**src/hw/mac_csr_pkg.sv**
```systemverilog
// Purpose: constants shared by the station address, hash and phy management block
// Assumes: apb byte address equals four times the register index
// Notes: none
`default_nettype none
package mac_csr_pkg;
    // ------------------------------------------------------------------
    // register indices
    // ------------------------------------------------------------------
    localparam logic [7:0] IDX_ADDR_HIGH = 8'h02;
    localparam logic [7:0] IDX_ADDR_LOW = 8'h03;
    localparam logic [7:0] IDX_HASH_UPPER = 8'h04;
    localparam logic [7:0] IDX_HASH_LOWER = 8'h05;
    localparam logic [7:0] IDX_MGMT_ACCESS = 8'h06;
    localparam logic [7:0] IDX_MGMT_DATA = 8'h07;
    localparam logic [7:0] IDX_FRAME_CTRL = 8'h10;
    // ------------------------------------------------------------------
    // reset values
    // ------------------------------------------------------------------
    localparam logic [31:0] RST_ADDR_HIGH = 32'h0000ffff;
    localparam logic [31:0] RST_ADDR_LOW = 32'h0fffffff;
    localparam logic [31:0] RST_HASH = 32'h00000000;
    localparam logic [31:0] RST_MGMT = 32'h00000000;
    // ------------------------------------------------------------------
    // field positions
    // ------------------------------------------------------------------
    localparam int ADDR_HIGH_MSB = 15;
    localparam int PHY_ADDR_MSB = 15;
    localparam int PHY_ADDR_LSB = 11;
    localparam int REG_IDX_MSB = 10;
    localparam int REG_IDX_LSB = 6;
    localparam int WRITE_BIT = 1;
    localparam int BUSY_BIT = 0;
    localparam int DATA_MSB = 15;
    localparam int PASS_ALL_BIT = 0;
    localparam logic [4:0] PHY_ADDR_DEFAULT = 5'h01;
    // ------------------------------------------------------------------
    // management frame timing
    // ------------------------------------------------------------------
    localparam int MDC_HALF_PERIOD_NS = 200;
    localparam int CLK_PERIOD_NS = 8;
    localparam int MDC_HALF_CYCLES = (MDC_HALF_PERIOD_NS + CLK_PERIOD_NS - 1) / CLK_PERIOD_NS;
    localparam int FRAME_BITS = 64;
    localparam int TA_FIRST_BIT = 46;
    localparam int DATA_FIRST_BIT = 48;
endpackage : mac_csr_pkg
`default_nettype wire

```
**src/hw/mgmt_frame_if.sv**
```systemverilog
// Purpose: carries a phy management request between the register bank and framer
// Assumes: one request at a time, start is a pulse
// Notes: none
`default_nettype none
interface mgmt_frame_if;
    logic start;
    logic isWrite;
    logic [4:0] phyAddr;
    logic [4:0] regIndex;
    logic [15:0] wrData;
    logic done;
    logic [15:0] rdData;
    modport ctrl (output start, output isWrite, output phyAddr, output regIndex,
                  output wrData, input done, input rdData);
    modport framer (input start, input isWrite, input phyAddr, input regIndex,
                    input wrData, output done, output rdData);
endinterface : mgmt_frame_if
`default_nettype wire

```
**src/hw/mgmt_framer.sv**
```systemverilog
// Purpose: shifts one clause 22 management frame out on mdc and mdio
// Assumes: phy samples mdio on rising mdc, drives read data after falling mdc
// Notes: 32 preamble ones, start, opcode, addresses, turnaround, 16 data bits
`default_nettype none
module mgmt_framer (
    input wire logic clk,
    input wire logic rstn,
    mgmt_frame_if.framer req,
    output logic mdc,
    output logic mdioOut,
    output logic mdioOe,
    input wire logic mdioIn
);
    // ------------------------------------------------------------------
    // frame sequencer
    // ------------------------------------------------------------------
    typedef enum logic [1:0] {
        IDLE = 2'b00,
        SHIFT = 2'b01,
        FINISH = 2'b10
    } framer_state_type;

    framer_state_type state_reg, state_next;
    logic [7:0] div_reg, div_next;
    logic [6:0] bit_reg, bit_next;
    logic [63:0] shift_reg, shift_next;
    logic write_reg, write_next;
    logic [15:0] rd_reg, rd_next;
    logic mdc_reg, mdc_next;
    logic oe_reg, oe_next;
    logic done_reg, done_next;

    // next frame state, one bit per full mdc period
    always_comb begin
        state_next = state_reg;
        div_next = div_reg;
        bit_next = bit_reg;
        shift_next = shift_reg;
        write_next = write_reg;
        rd_next = rd_reg;
        mdc_next = mdc_reg;
        oe_next = oe_reg;
        done_next = 1'b0;
        case (state_reg)
            IDLE: begin
                mdc_next = 1'b0;
                oe_next = 1'b0;
                if (req.start) begin
                    write_next = req.isWrite;
                    shift_next = {32'hffffffff, 2'b01, req.isWrite ? 2'b01 : 2'b10,
                                  req.phyAddr, req.regIndex, 2'b10, req.wrData};
                    bit_next = 7'h00;
                    div_next = 8'h00;
                    oe_next = 1'b1;
                    state_next = SHIFT;
                end
            end
            SHIFT: begin
                if (div_reg == 8'(mac_csr_pkg::MDC_HALF_CYCLES - 1)) begin
                    div_next = 8'h00;
                    mdc_next = ~mdc_reg;
                    if (mdc_reg) begin
                        // falling edge: present the next bit
                        shift_next = {shift_reg[62:0], 1'b0};
                        bit_next = bit_reg + 7'h01;
                        if (bit_reg == 7'(mac_csr_pkg::FRAME_BITS - 1)) begin
                            state_next = FINISH;
                            oe_next = 1'b0;
                        end else if (!write_reg &&
                                     bit_reg == 7'(mac_csr_pkg::TA_FIRST_BIT - 1)) begin
                            oe_next = 1'b0;
                        end
                    end else if (!write_reg &&
                                 bit_reg >= 7'(mac_csr_pkg::DATA_FIRST_BIT)) begin
                        // rising edge: capture read data
                        rd_next = {rd_reg[14:0], mdioIn};
                    end
                end else begin
                    div_next = div_reg + 8'h01;
                end
            end
            FINISH: begin
                done_next = 1'b1;
                state_next = IDLE;
            end
            default: begin
                state_next = IDLE;
            end
        endcase
    end

    // register the frame state
    always_ff @(posedge clk or negedge rstn) begin
        if (!rstn) begin
            state_reg <= IDLE;
            div_reg <= 8'h00;
            bit_reg <= 7'h00;
            shift_reg <= 64'h0;
            write_reg <= 1'b0;
            rd_reg <= 16'h0000;
            mdc_reg <= 1'b0;
            oe_reg <= 1'b0;
            done_reg <= 1'b0;
        end else begin
            state_reg <= state_next;
            div_reg <= div_next;
            bit_reg <= bit_next;
            shift_reg <= shift_next;
            write_reg <= write_next;
            rd_reg <= rd_next;
            mdc_reg <= mdc_next;
            oe_reg <= oe_next;
            done_reg <= done_next;
        end
    end

    // outputs
    assign mdc = mdc_reg;
    assign mdioOut = shift_reg[63];
    assign mdioOe = oe_reg;
    assign req.done = done_reg;
    assign req.rdData = rd_reg;
endmodule : mgmt_framer
`default_nettype wire

```
**src/hw/mac_addr_hash_mii_csr.sv**
```systemverilog
// Purpose: station address, group hash filter and phy management registers
// Assumes: apb slave, zero wait states, eeprom loader presents one byte per strobe
// Notes: writes to the management registers while busy are dropped
`default_nettype none
// How it works
// RULE1: address high holds station bits 47:32 in 15:0, upper bits read zero
// RULE2: eeprom bytes 5 and 6 load address high low and high bytes
// RULE3: eeprom bytes 1 to 4 fill address low, least significant first
// RULE4: address high resets to 0000ffff before any eeprom load
// RULE5: host writes after init replace the address the block uses
// RULE6: address low byte 0 is first on the wire, high byte 1 sixth
// RULE7: top hash bit picks upper or lower register, five bits pick the bit
// RULE8: group frame accepted when the selected hash bit is one
// RULE9: pass-all setting accepts every group frame
// RULE10: hash table is upper and lower registers, both reset zero
// RULE11: software writes phy address 00001 on each access register write
// RULE12: access bits 10:6 name the phy register
// RULE13: bit 1 set writes from data register, clear reads into it
// RULE14: software polls busy clear before writing, starts with busy one
// RULE15: access starts on busy written one, busy clears on completion
// RULE16: software keeps data register steady during a phy write
// RULE17: read data valid in data register only after busy clears
// RULE18: data register bits 15:0 carry the sixteen bit value
// RULE19: accesses are clause 22 frames, reserved access bits ignored
module mac_addr_hash_mii_csr (
    input wire logic clk,
    input wire logic rstn,
    input wire logic psel,
    input wire logic penable,
    input wire logic pwrite,
    input wire logic [11:0] paddr,
    input wire logic [31:0] pwdata,
    output logic [31:0] prdata,
    output logic pready,
    output logic pslverr,
    input wire logic eepromValid,
    input wire logic [2:0] eepromIndex,
    input wire logic [7:0] eepromByte,
    input wire logic [5:0] hashIndex,
    output logic groupAccept,
    output logic [47:0] stationAddress,
    output logic mdc,
    output logic mdioOut,
    output logic mdioOe,
    input wire logic mdioIn
);
    // ------------------------------------------------------------------
    // bus decode
    // ------------------------------------------------------------------
    logic access;
    logic wrEn;
    logic [7:0] index;
    logic mapped;

    // register index of a byte address, taken from address bits 9:2
    function automatic logic [7:0] word_index(input logic [11:0] a);
        word_index = a[9:2];
    endfunction : word_index

    function automatic logic is_mapped(input logic [11:0] a);
        logic [7:0] i;
        i = word_index(a);
        is_mapped = (a[1:0] == 2'b00) && (a[11:10] == 2'b00) &&
                    ((i >= mac_csr_pkg::IDX_ADDR_HIGH && i <= mac_csr_pkg::IDX_MGMT_DATA) ||
                     i == mac_csr_pkg::IDX_FRAME_CTRL);
    endfunction : is_mapped

    assign access = psel && penable;
    assign index = word_index(paddr);
    assign mapped = is_mapped(paddr);
    assign wrEn = access && pwrite && mapped;
    assign pready = 1'b1;
    assign pslverr = access && !mapped;

    // ------------------------------------------------------------------
    // register state
    // ------------------------------------------------------------------
    logic [15:0] addrHigh_reg, addrHigh_next;
    logic [31:0] addrLow_reg, addrLow_next;
    logic [31:0] hashUpper_reg, hashUpper_next;
    logic [31:0] hashLower_reg, hashLower_next;
    logic [4:0] phyAddr_reg, phyAddr_next;
    logic [4:0] regIndex_reg, regIndex_next;
    logic write_reg, write_next;
    logic busy_reg, busy_next;
    logic [15:0] data_reg, data_next;
    logic passAll_reg, passAll_next;
    logic start_reg, start_next;
    logic [31:0] rdata_reg, rdata_next;

    mgmt_frame_if frame ();

    // next register values from eeprom load, bus writes and frame completion
    always_comb begin
        addrHigh_next = addrHigh_reg;
        addrLow_next = addrLow_reg;
        hashUpper_next = hashUpper_reg;
        hashLower_next = hashLower_reg;
        phyAddr_next = phyAddr_reg;
        regIndex_next = regIndex_reg;
        write_next = write_reg;
        busy_next = busy_reg;
        data_next = data_reg;
        passAll_next = passAll_reg;
        start_next = 1'b0;
        // eeprom bytes land at their wire positions
        if (eepromValid) begin
            case (eepromIndex)
                3'h1: addrLow_next[7:0] = eepromByte; // RULE3
                3'h2: addrLow_next[15:8] = eepromByte; // RULE3
                3'h3: addrLow_next[23:16] = eepromByte; // RULE3
                3'h4: addrLow_next[31:24] = eepromByte; // RULE3
                3'h5: addrHigh_next[7:0] = eepromByte; // RULE2
                3'h6: addrHigh_next[15:8] = eepromByte; // RULE2
                default: begin
                end
            endcase
        end
        if (wrEn) begin
            case (index)
                mac_csr_pkg::IDX_ADDR_HIGH: begin
                    addrHigh_next = pwdata[mac_csr_pkg::ADDR_HIGH_MSB:0]; // RULE1 RULE5
                end
                mac_csr_pkg::IDX_ADDR_LOW: begin
                    addrLow_next = pwdata; // RULE5
                end
                mac_csr_pkg::IDX_HASH_UPPER: begin
                    hashUpper_next = pwdata; // RULE10
                end
                mac_csr_pkg::IDX_HASH_LOWER: begin
                    hashLower_next = pwdata; // RULE10
                end
                mac_csr_pkg::IDX_MGMT_ACCESS: begin
                    if (!busy_reg) begin
                        // reserved bits 31:16 and 5:2 are not stored
                        phyAddr_next = pwdata[mac_csr_pkg::PHY_ADDR_MSB:mac_csr_pkg::PHY_ADDR_LSB]; // RULE11 RULE19
                        regIndex_next = pwdata[mac_csr_pkg::REG_IDX_MSB:mac_csr_pkg::REG_IDX_LSB]; // RULE12
                        write_next = pwdata[mac_csr_pkg::WRITE_BIT]; // RULE13
                        if (pwdata[mac_csr_pkg::BUSY_BIT]) begin
                            busy_next = 1'b1; // RULE15
                            start_next = 1'b1; // RULE15
                        end
                    end
                end
                mac_csr_pkg::IDX_MGMT_DATA: begin
                    if (!busy_reg) begin
                        data_next = pwdata[mac_csr_pkg::DATA_MSB:0]; // RULE16 RULE18
                    end
                end
                mac_csr_pkg::IDX_FRAME_CTRL: begin
                    passAll_next = pwdata[mac_csr_pkg::PASS_ALL_BIT]; // RULE9
                end
                default: begin
                end
            endcase
        end
        // frame completion: read data lands together with busy clearing
        if (frame.done) begin
            busy_next = 1'b0; // RULE15 RULE17
            if (!write_reg) begin
                data_next = frame.rdData; // RULE13 RULE17
            end
        end
    end

    // read mux, data comes out of a register
    always_comb begin
        rdata_next = 32'h00000000;
        if (psel && !penable && !pwrite) begin
            case (word_index(paddr))
                mac_csr_pkg::IDX_ADDR_HIGH: rdata_next = {16'h0000, addrHigh_reg}; // RULE1
                mac_csr_pkg::IDX_ADDR_LOW: rdata_next = addrLow_reg;
                mac_csr_pkg::IDX_HASH_UPPER: rdata_next = hashUpper_reg;
                mac_csr_pkg::IDX_HASH_LOWER: rdata_next = hashLower_reg;
                mac_csr_pkg::IDX_MGMT_ACCESS: begin
                    rdata_next = {16'h0000, phyAddr_reg, regIndex_reg, 4'h0,
                                  write_reg, busy_reg};
                end
                mac_csr_pkg::IDX_MGMT_DATA: rdata_next = {16'h0000, data_reg}; // RULE18
                mac_csr_pkg::IDX_FRAME_CTRL: rdata_next = {31'h00000000, passAll_reg};
                default: rdata_next = 32'h00000000;
            endcase
            if (!is_mapped(paddr)) begin
                rdata_next = 32'h00000000;
            end
        end
    end

    // register everything
    always_ff @(posedge clk or negedge rstn) begin
        if (!rstn) begin
            addrHigh_reg <= mac_csr_pkg::RST_ADDR_HIGH[15:0]; // RULE4
            addrLow_reg <= mac_csr_pkg::RST_ADDR_LOW;
            hashUpper_reg <= mac_csr_pkg::RST_HASH; // RULE10
            hashLower_reg <= mac_csr_pkg::RST_HASH; // RULE10
            phyAddr_reg <= mac_csr_pkg::RST_MGMT[15:11];
            regIndex_reg <= mac_csr_pkg::RST_MGMT[10:6];
            write_reg <= 1'b0;
            busy_reg <= 1'b0;
            data_reg <= mac_csr_pkg::RST_MGMT[15:0];
            passAll_reg <= 1'b0;
            start_reg <= 1'b0;
            rdata_reg <= 32'h00000000;
        end else begin
            addrHigh_reg <= addrHigh_next;
            addrLow_reg <= addrLow_next;
            hashUpper_reg <= hashUpper_next;
            hashLower_reg <= hashLower_next;
            phyAddr_reg <= phyAddr_next;
            regIndex_reg <= regIndex_next;
            write_reg <= write_next;
            busy_reg <= busy_next;
            data_reg <= data_next;
            passAll_reg <= passAll_next;
            start_reg <= start_next;
            rdata_reg <= rdata_next;
        end
    end

    // ------------------------------------------------------------------
    // filter and address outputs
    // ------------------------------------------------------------------
    logic [63:0] hashTable;
    assign hashTable = {hashUpper_reg, hashLower_reg}; // RULE10
    // index 0 is lower bit 0, index 63 is upper bit 31
    assign groupAccept = passAll_reg || hashTable[hashIndex]; // RULE7 RULE8 RULE9
    // wire order first..sixth as bits 7:0 .. 47:40
    assign stationAddress = {addrHigh_reg, addrLow_reg}; // RULE6
    assign prdata = rdata_reg;

    // ------------------------------------------------------------------
    // management frame engine
    // ------------------------------------------------------------------
    assign frame.start = start_reg;
    assign frame.isWrite = write_reg;
    assign frame.phyAddr = phyAddr_reg;
    assign frame.regIndex = regIndex_reg;
    assign frame.wrData = data_reg;

    // clause 22 framer
    mgmt_framer u_framer (
        .clk(clk),
        .rstn(rstn),
        .req(frame), // RULE19
        .mdc(mdc),
        .mdioOut(mdioOut),
        .mdioOe(mdioOe),
        .mdioIn(mdioIn)
    );
endmodule : mac_addr_hash_mii_csr
`default_nettype wire

```
**config.mk**
```make
export PLATFORM = sky130hd
export DESIGN_NAME = mac_addr_hash_mii_csr
export DESIGN_NICKNAME = d
export VERILOG_FILES = /design/src/hw/mac_csr_pkg.sv /design/src/hw/mgmt_frame_if.sv /design/src/hw/mgmt_framer.sv /design/src/hw/mac_addr_hash_mii_csr.sv
export SDC_FILE = /design/constraint.sdc
export NUM_CORES = 1
export LEC_CHECK = 0
export BUFFER_PORTS_ARGS = -buffer_cell sky130_fd_sc_hd__buf_2
export CAP_MARGIN = 20
export CORE_MARGIN = 2
export CORE_UTILIZATION = 50
export DETAILED_ROUTE_END_ITERATION = 7
export PLACE_DENSITY = 0.7
export RECOVER_POWER = 100
export SYNTH_ARGS = -nofsm -noshare
export SYNTH_HDL_FRONTEND = slang
export SYNTH_SLANG_ARGS = --single-unit
```
**constraint.sdc**
```tcl
create_clock -name clk -period 2.8 [get_ports clk]
set_clock_uncertainty 0.05 [all_clocks]
set_input_delay 0.56 -clock clk [delete_from_list [all_inputs] [get_ports clk]]
set_output_delay 0.56 -clock clk [all_outputs]
set_load 0.01 [all_outputs]
```
==> impl_metrics.tcl, run 1 <==
set metrics [dict create \
    finalSetupViolations 1 \
    grt_start_max_net_pins 67 \
    grt_pass1_vias 9460 \
    num_antenna_cells 0 \
    clkSinkCount 275 \
    syn-mean-instance-area_um2 11.2 \
    wirelength_mm 32.7 \
    path_class "flip-flop to output pin" \
    dieArea_mm2 0.0268 \
    clkTransAtPathRegs_ns 0.06 \
    synth_top_family_by_area "multiplexers" \
    io_buffers 152 \
    status "complete, but fails checks" \
    hpwl_mm 22.2 \
    violations "DRC, setup timing" \
    critPathMaxFanout 3 \
    drc 2 \
    synth_area_mm2 0.0127 \
    fp.coreArea_mm2 0.0251 \
    nNetsFinal 1353 \
    ys_seq_area_frac 0.544 \
    initial_core_util 0.508 \
    synth_adder_area_share 0.00491 \
    drt_pass1_iterations 8 \
    mappedNetlistNets 1208 \
    yosysWarningCount 0 \
    period_share 1.01 \
    vias 9444 \
    post_route_cells_drive_above_1_share 0.251 \
    drv_slew 0 \
    met1_usage 0.324 \
    dp_cells 1575 \
    relSlewSlack 0.240 \
    grt_overflow 0 \
    gr-usage-met2 0.413 \
    cp-start-kind "flip-flop" \
    area_growth_pct 16.3 \
    grt_antenna_before_repair 1 \
    max_freq_ghz 0.353 \
    utilization 0.590 \
    slowest_delay_ns 0.47 \
    synthMuxAreaShare 0.188 \
    clk-insertion-delay-late_ns 0.57 \
    irDropWorstVdd_uv 608 \
    yosys.area.top_type "dfrtp_1" \
    largest_reg_flops 64 \
    synthArstFlopShare 1.00 \
    ys.flop_type "dfrtp_1" \
    cts_buffers 30 \
    fillers 2147 \
    drt_iter0_drc 1005 \
    synth_top_area_share 0.454 \
    cp.arrival_ns 2.23 \
    antenna_left 0 \
    leakage_uw 0.00685 \
    routed_via_density 5.78 \
    p_per_area_mw_per_mm2 624 \
    avgRoutedWirePerCell_um 20.0 \
    synth_edf_count 0 \
    synth_compound_area_frac 0.101 \
    boundaryPins 154 \
    grt_pass1_wl_mm 51.8 \
    rows 58 \
    slowest_stage "mux4_2" \
    final_cells 1634 \
    hold_viol_final 0 \
    crit_required_ns 2.19 \
    synth-xor-area-share 0.00412 \
    layout_min_cycle_time_ns 2.84 \
    die_w_um 164 \
    htree_levels 1 \
    root_buffer "clkbuf_16" \
    setup_ws_ns -0.0352 \
    busiest_layer "met2" \
    cts_tree "yes" \
    synthSimpleGateAreaFrac 0.129 \
    end_kind "output pin" \
    maxCapViolations 0 \
    worst_pin_slew_ns 1.14 \
    grt_usage 0.244 \
    netlist_instances 1135 \
    yosysUniqueCellTypes 53 \
    ys_ff_latch 275 \
    cts_max_path_buffers 3 \
    synth.area.top_cells "dfrtp_1 (45%), dfstp_2 (9.1%), mux2_2 (8.0%)" \
    grt_setup_unrepaired "true" \
    crit_chain "mux4_2, o2111a_1, nor4_2, a21oi_2, buf_2" \
    dieHeight_um 164 \
    gp_congestion 0.883 \
    grtUsageMet3 0.0366 \
    hold_class "input port to flip-flop" \
]
cell usage in the layout (no fill, tap or decap), types with 15 or more instances in the layout:
master	n
clkbuf_1	58
mux2_2	88
mux4_2	27
a222oi_1	17
o21ai_0	53
dfrtp_1	231
nor2_1	156
clkbuf_16	30
buf_2	100
a22oi_1	15
a21oi_1	67
dfstp_1	33
nand2_1	140
mux2i_1	70
a31oi_1	28
synth_stat cells, types with 2 or more instances:
cell / instances
inv_1: 7
buf_1: 8
nand3b_1: 6
mux2_2: 90
mux4_2: 27
o21ai_1: 16
nor3_1: 6
nor4bb_1: 2
a221oi_1: 4
nor2_1: 156
a22oi_1: 15
buf_2: 20
dfstp_2: 44
o21ai_0: 48
o2111a_1: 2
o31ai_1: 2
nor3b_1: 3
nand4_1: 5
a31oi_1: 29
mux2_1: 7
a22o_1: 2
buf_6: 3
ha_1: 5
nor4_2: 2
clkbuf_1: 41
a222oi_1: 17
and3_1: 4
nand3_1: 13
dfrtp_1: 231
nor2b_1: 4
a21oi_1: 68
mux2i_1: 70
nor4_1: 3
nand2b_1: 4
xor2_1: 6
nor4_4: 4
buf_4: 2
nand4b_1: 3
or4_1: 2
nand2_1: 141
metrics by stage:
step,setup TNS (ns),power [uW],hold slack [ns],worst slack (ns),instance area [um^2]
6_report,-0.0352,9250,0.173,-0.0352,14800
5_1_grt,-0.326,9560,0.182,-0.0669,14800
2_1_floorplan,0,4780,0.214,0.173,12700
4_1_cts,-0.0168,9380,0.163,-0.0168,15100
3_3_place_gp,0,5250,0.400,0.122,14000
3_5_place_dp,0,5260,0.405,0.0871,14000
path summary, 6_finish.rpt:
kind                                startpoint                endpoint  slack, ns  cells after the start
max                          hashLower_reg[16]             groupAccept      -0.04                      5
min                                 pwdata[16]         addrLow_reg[16]       0.17                      3
max reg2reg                u_framer.div_reg[0]  u_framer.shift_reg[21]       0.13                      8
min reg2reg                  u_framer.req.done                busy_reg       0.40                      1
max in group asynchronous                 rstn  u_framer.shift_reg[44]       0.39                      3
min in group asynchronous                 rstn              prdata[29]       0.70                      2
worst max-delay path: cells and delay by family, from the launching register on:
| kind | cells | cell delay (ns) |
|---|---|---|
| AOI/OAI and AO/OA | 2 | 0.36 |
| buffers and inverters | 1 | 0.15 |
| DFF | 1 | 0.44 |
| muxes | 1 | 0.47 |
| and+or+nand+nor | 1 | 0.25 |
report_power, final:
part           total (uW)  leakage, uW  switching (uW)  internal, uW
Clock                4110     0.000510            1650          2460
Sequential           4360      0.00358             158          4200
Combinational         774      0.00276             463           311
cell families (layout without fill, tap and decap cells):
group / count (synthesis) / after routing
buffers and inverters: 82 / 251
other: 1 / 1
xor gates and xnor gates: 6 / 6
AOI/OAI and AO/OA: 209 / 209
adders and majority gates: 5 / 5
DFF: 275 / 275
muxes: 194 / 194
and+or+nand+nor: 363 / 363
layer usage:
metal | wire length, um | up-vias
li1 | - | 4336
met2 | 16100 | 358
met5 | 13 | -
met4 | 1170 | 2
met1 | 13200 | 4678
met3 | 2300 | 70
final cells by class:
type	count	area, um^2	area share
sequential	275	6940	0.468
multi-input combinational	778	5420	0.366
timing repair buffer	188	971	0.0655
clock buffer	42	876	0.0591
tap	330	413	0.0279
clock inverter	14	171	0.0116
inverter	7	26.3	0.00177
timing repair:
action	in CTS	in global routing
buffers inserted	0	2
setup endpoints to repair	1	1
cloned	0	0
hold buffers	1	0
pin swaps	0	1
resized for setup	1	3
endpoints found under the hold margin	27	0
Power figures use the tool's default switching activity.
==> run 2: changes to the inputs <==
==> constraint.sdc (replaced) <==
create_clock -name clk -period 2.8 [get_ports clk]
set_clock_uncertainty 0.05 [all_clocks]
set_input_delay 0.28 -clock clk [delete_from_list [all_inputs] [get_ports clk]]
set_output_delay 0.28 -clock clk [all_outputs]
set_load 0.01 [all_outputs]
==> run 2 against run 1 <==
  * The flow finishes with violations (capacitance limit, slew limit)
  * Non-clock buffer count up 31
  * Sequential cell count did not move
  * Critical path type is now flip-flop to flip-flop
  * Global-route usage about the same
  * Total power down 2.4%
  * Sequential power barely moved
  * Hold slack got worse by 0.077 ns
  * Count of clock-buffer cells in the layout rose by 3
==> impl_metrics.tcl, run 2 (synthesis results as in run 1) <==
set metrics [dict create \
    status "complete, but fails checks" \
    violations "capacitance limit, slew limit" \
    hold_class "input port to flip-flop" \
    avgRoutedWirePerCell_um 19.6 \
    relSlewSlack -0.260 \
    cts-resized-gates 0 \
    dieHeight_um 164 \
    layout_commonest_cell "dfrtp_1" \
    worst_pin_slew_ns 1.89 \
    nNetsFinal 1383 \
    holdCritStartpoint "eepromByte[7]" \
    finalSetupViolations 0 \
    grt_pass1_wl_mm 51.5 \
    end_kind "flip-flop" \
    switching_share 0.241 \
    clk-insertion-delay-late_ns 0.54 \
    num_antenna_cells 0 \
    die_w_um 164 \
    irDropWorstVdd_uv 416 \
    path_class "flip-flop to flip-flop" \
    placed_area_mm2 0.0140 \
    layout_common_cells "dfrtp_1 (231), nor2_1 (156), nand2_1 (140)" \
    clkPwrFrac 0.425 \
    drv_slew 72 \
    routed_via_density 5.77 \
    crit_required_ns 3.20 \
    layout_min_cycle_time_ns 2.61 \
    power.switching_uw 2180 \
    period_share 0.932 \
    fillers 2080 \
    area_growth_pct 18.4 \
    cp-start-kind "flip-flop" \
    whs_ns 0.0964 \
    p_seq_frac 0.483 \
    htree_levels 1 \
    cp.arrival_ns 3.01 \
    clkSinkCount 275 \
    p_per_area_mw_per_mm2 598 \
    timing.setup.tns_ns 0 \
    vias 9593 \
    maxCapViolations 1 \
    drt_pass1_iterations 6 \
    holdPathStages 3 \
    cts_buffers 29 \
    r2r-end "u_framer.shift_reg[10]" \
    final_cells 1662 \
    boundaryPins 154 \
    grt_setup_unrepaired "false" \
    clkTransAtPathRegs_ns 0.06 \
    drc 0 \
    fp.coreArea_mm2 0.0251 \
    r2r_slack_ns 0.19 \
    fin_total_pwr_uw 9020 \
    drt_iter0_drc 1051 \
    gp_congestion 0.845 \
    internal-power_uw 6850 \
    dp_cells 1575 \
    cts_max_path_buffers 3 \
    r2r_cells 8 \
    fin_area_mm2 0.0151 \
    dieArea_mm2 0.0268 \
    grt_start_max_net_pins 75 \
    grt_usage 0.244 \
    leakage_uw 0.00694 \
    min_to "addrHigh_reg[7]" \
    max_freq_ghz 0.383 \
    hold_viol_final 0 \
    io_buffers 152 \
    post_route_cells_drive_above_1_share 0.239 \
    initial_core_util 0.508 \
    hpwl_mm 22.0 \
    cts_tree "yes" \
    critPathMaxFanout 18 \
    root_buffer "clkbuf_16" \
    antenna_left 0 \
    power_frac_comb 0.091 \
    grt_antenna_before_repair 1 \
    wirelength_mm 32.6 \
    largest_reg_flops 64 \
    r2r-start "u_framer.div_reg[0]" \
    rows 58 \
    grt_overflow 0 \
    grt_pass1_vias 9648 \
]
## run 2: worst max path at each step
stage	from	endpoint	slack [ns]	cells after the start
after CTS	u_framer.div_reg[0]	u_framer.shift_reg[10]	0.17	8
final	u_framer.div_reg[0]	u_framer.shift_reg[10]	0.19	8
after floorplan	u_framer.div_reg[0]	u_framer.shift_reg[24]	0.42	9
after global routing	rstn	addrLow_reg[16]	0.03	3
after detailed placement	u_framer.div_reg[0]	u_framer.shift_reg[46]	0.22	8
after global placement	u_framer.div_reg[0]	u_framer.shift_reg[49]	0.29	8
## run 2: repair_timing
item,in CTS,in global routing
setup buffers,0,0
endpoints found under the hold margin,135,0
hold buffers,34,0
## run 2: area by class of cell
class / instances / area [um^2] / share of cell area
Multi-Input combinational cell: 778 / 5430 / 0.360
Clock inverter: 8 / 92.6 / 0.00613
Tap cell: 330 / 413 / 0.0274
Timing Repair Buffer: 219 / 1330 / 0.0881
Clock buffer: 45 / 866 / 0.0574
Sequential cell: 275 / 6940 / 0.460
Inverter: 7 / 26.3 / 0.00174
## run 2: stage by stage
step | utilization | setup slack (ns)
after floorplan | - | 0.424
after global placement | 0.556 | 0.290
after detailed placement | 0.556 | 0.219
after CTS | 0.608 | 0.175
after global routing | 0.601 | 0.0286
final | 0.601 | 0.191
## run 2: power groups by stage
stage / Sequential (uW) / Clock (uW) / Combinational (uW)
floorplan: 4480 / 0 / 291
global placement: 4460 / 0 / 787
detailed placement: 4460 / 0 / 806
CTS: 4390 / 3890 / 849
global route: 4380 / 4080 / 903
finish: 4360 / 3840 / 822
## run 2: metal layers
layer  routed length (um)  up-vias  global-route usage
met5                    0        -                   0
met1                13600     4800               0.320
met2                15600      326               0.406
met4                 1130        0              0.0905
met3                 2230       73              0.0442
li1                     -     4394                   -
## run 2: worst max-delay path, stage by stage (launching register included)
cell and delay, ns:
dfrtp_1 0.41, inv_1 0.07, ha_1 0.13, or4b_4 0.48, or4_1 0.62, nand2_4 0.26
buf_4 0.25, nor2_1 0.06, a31oi_1 0.17
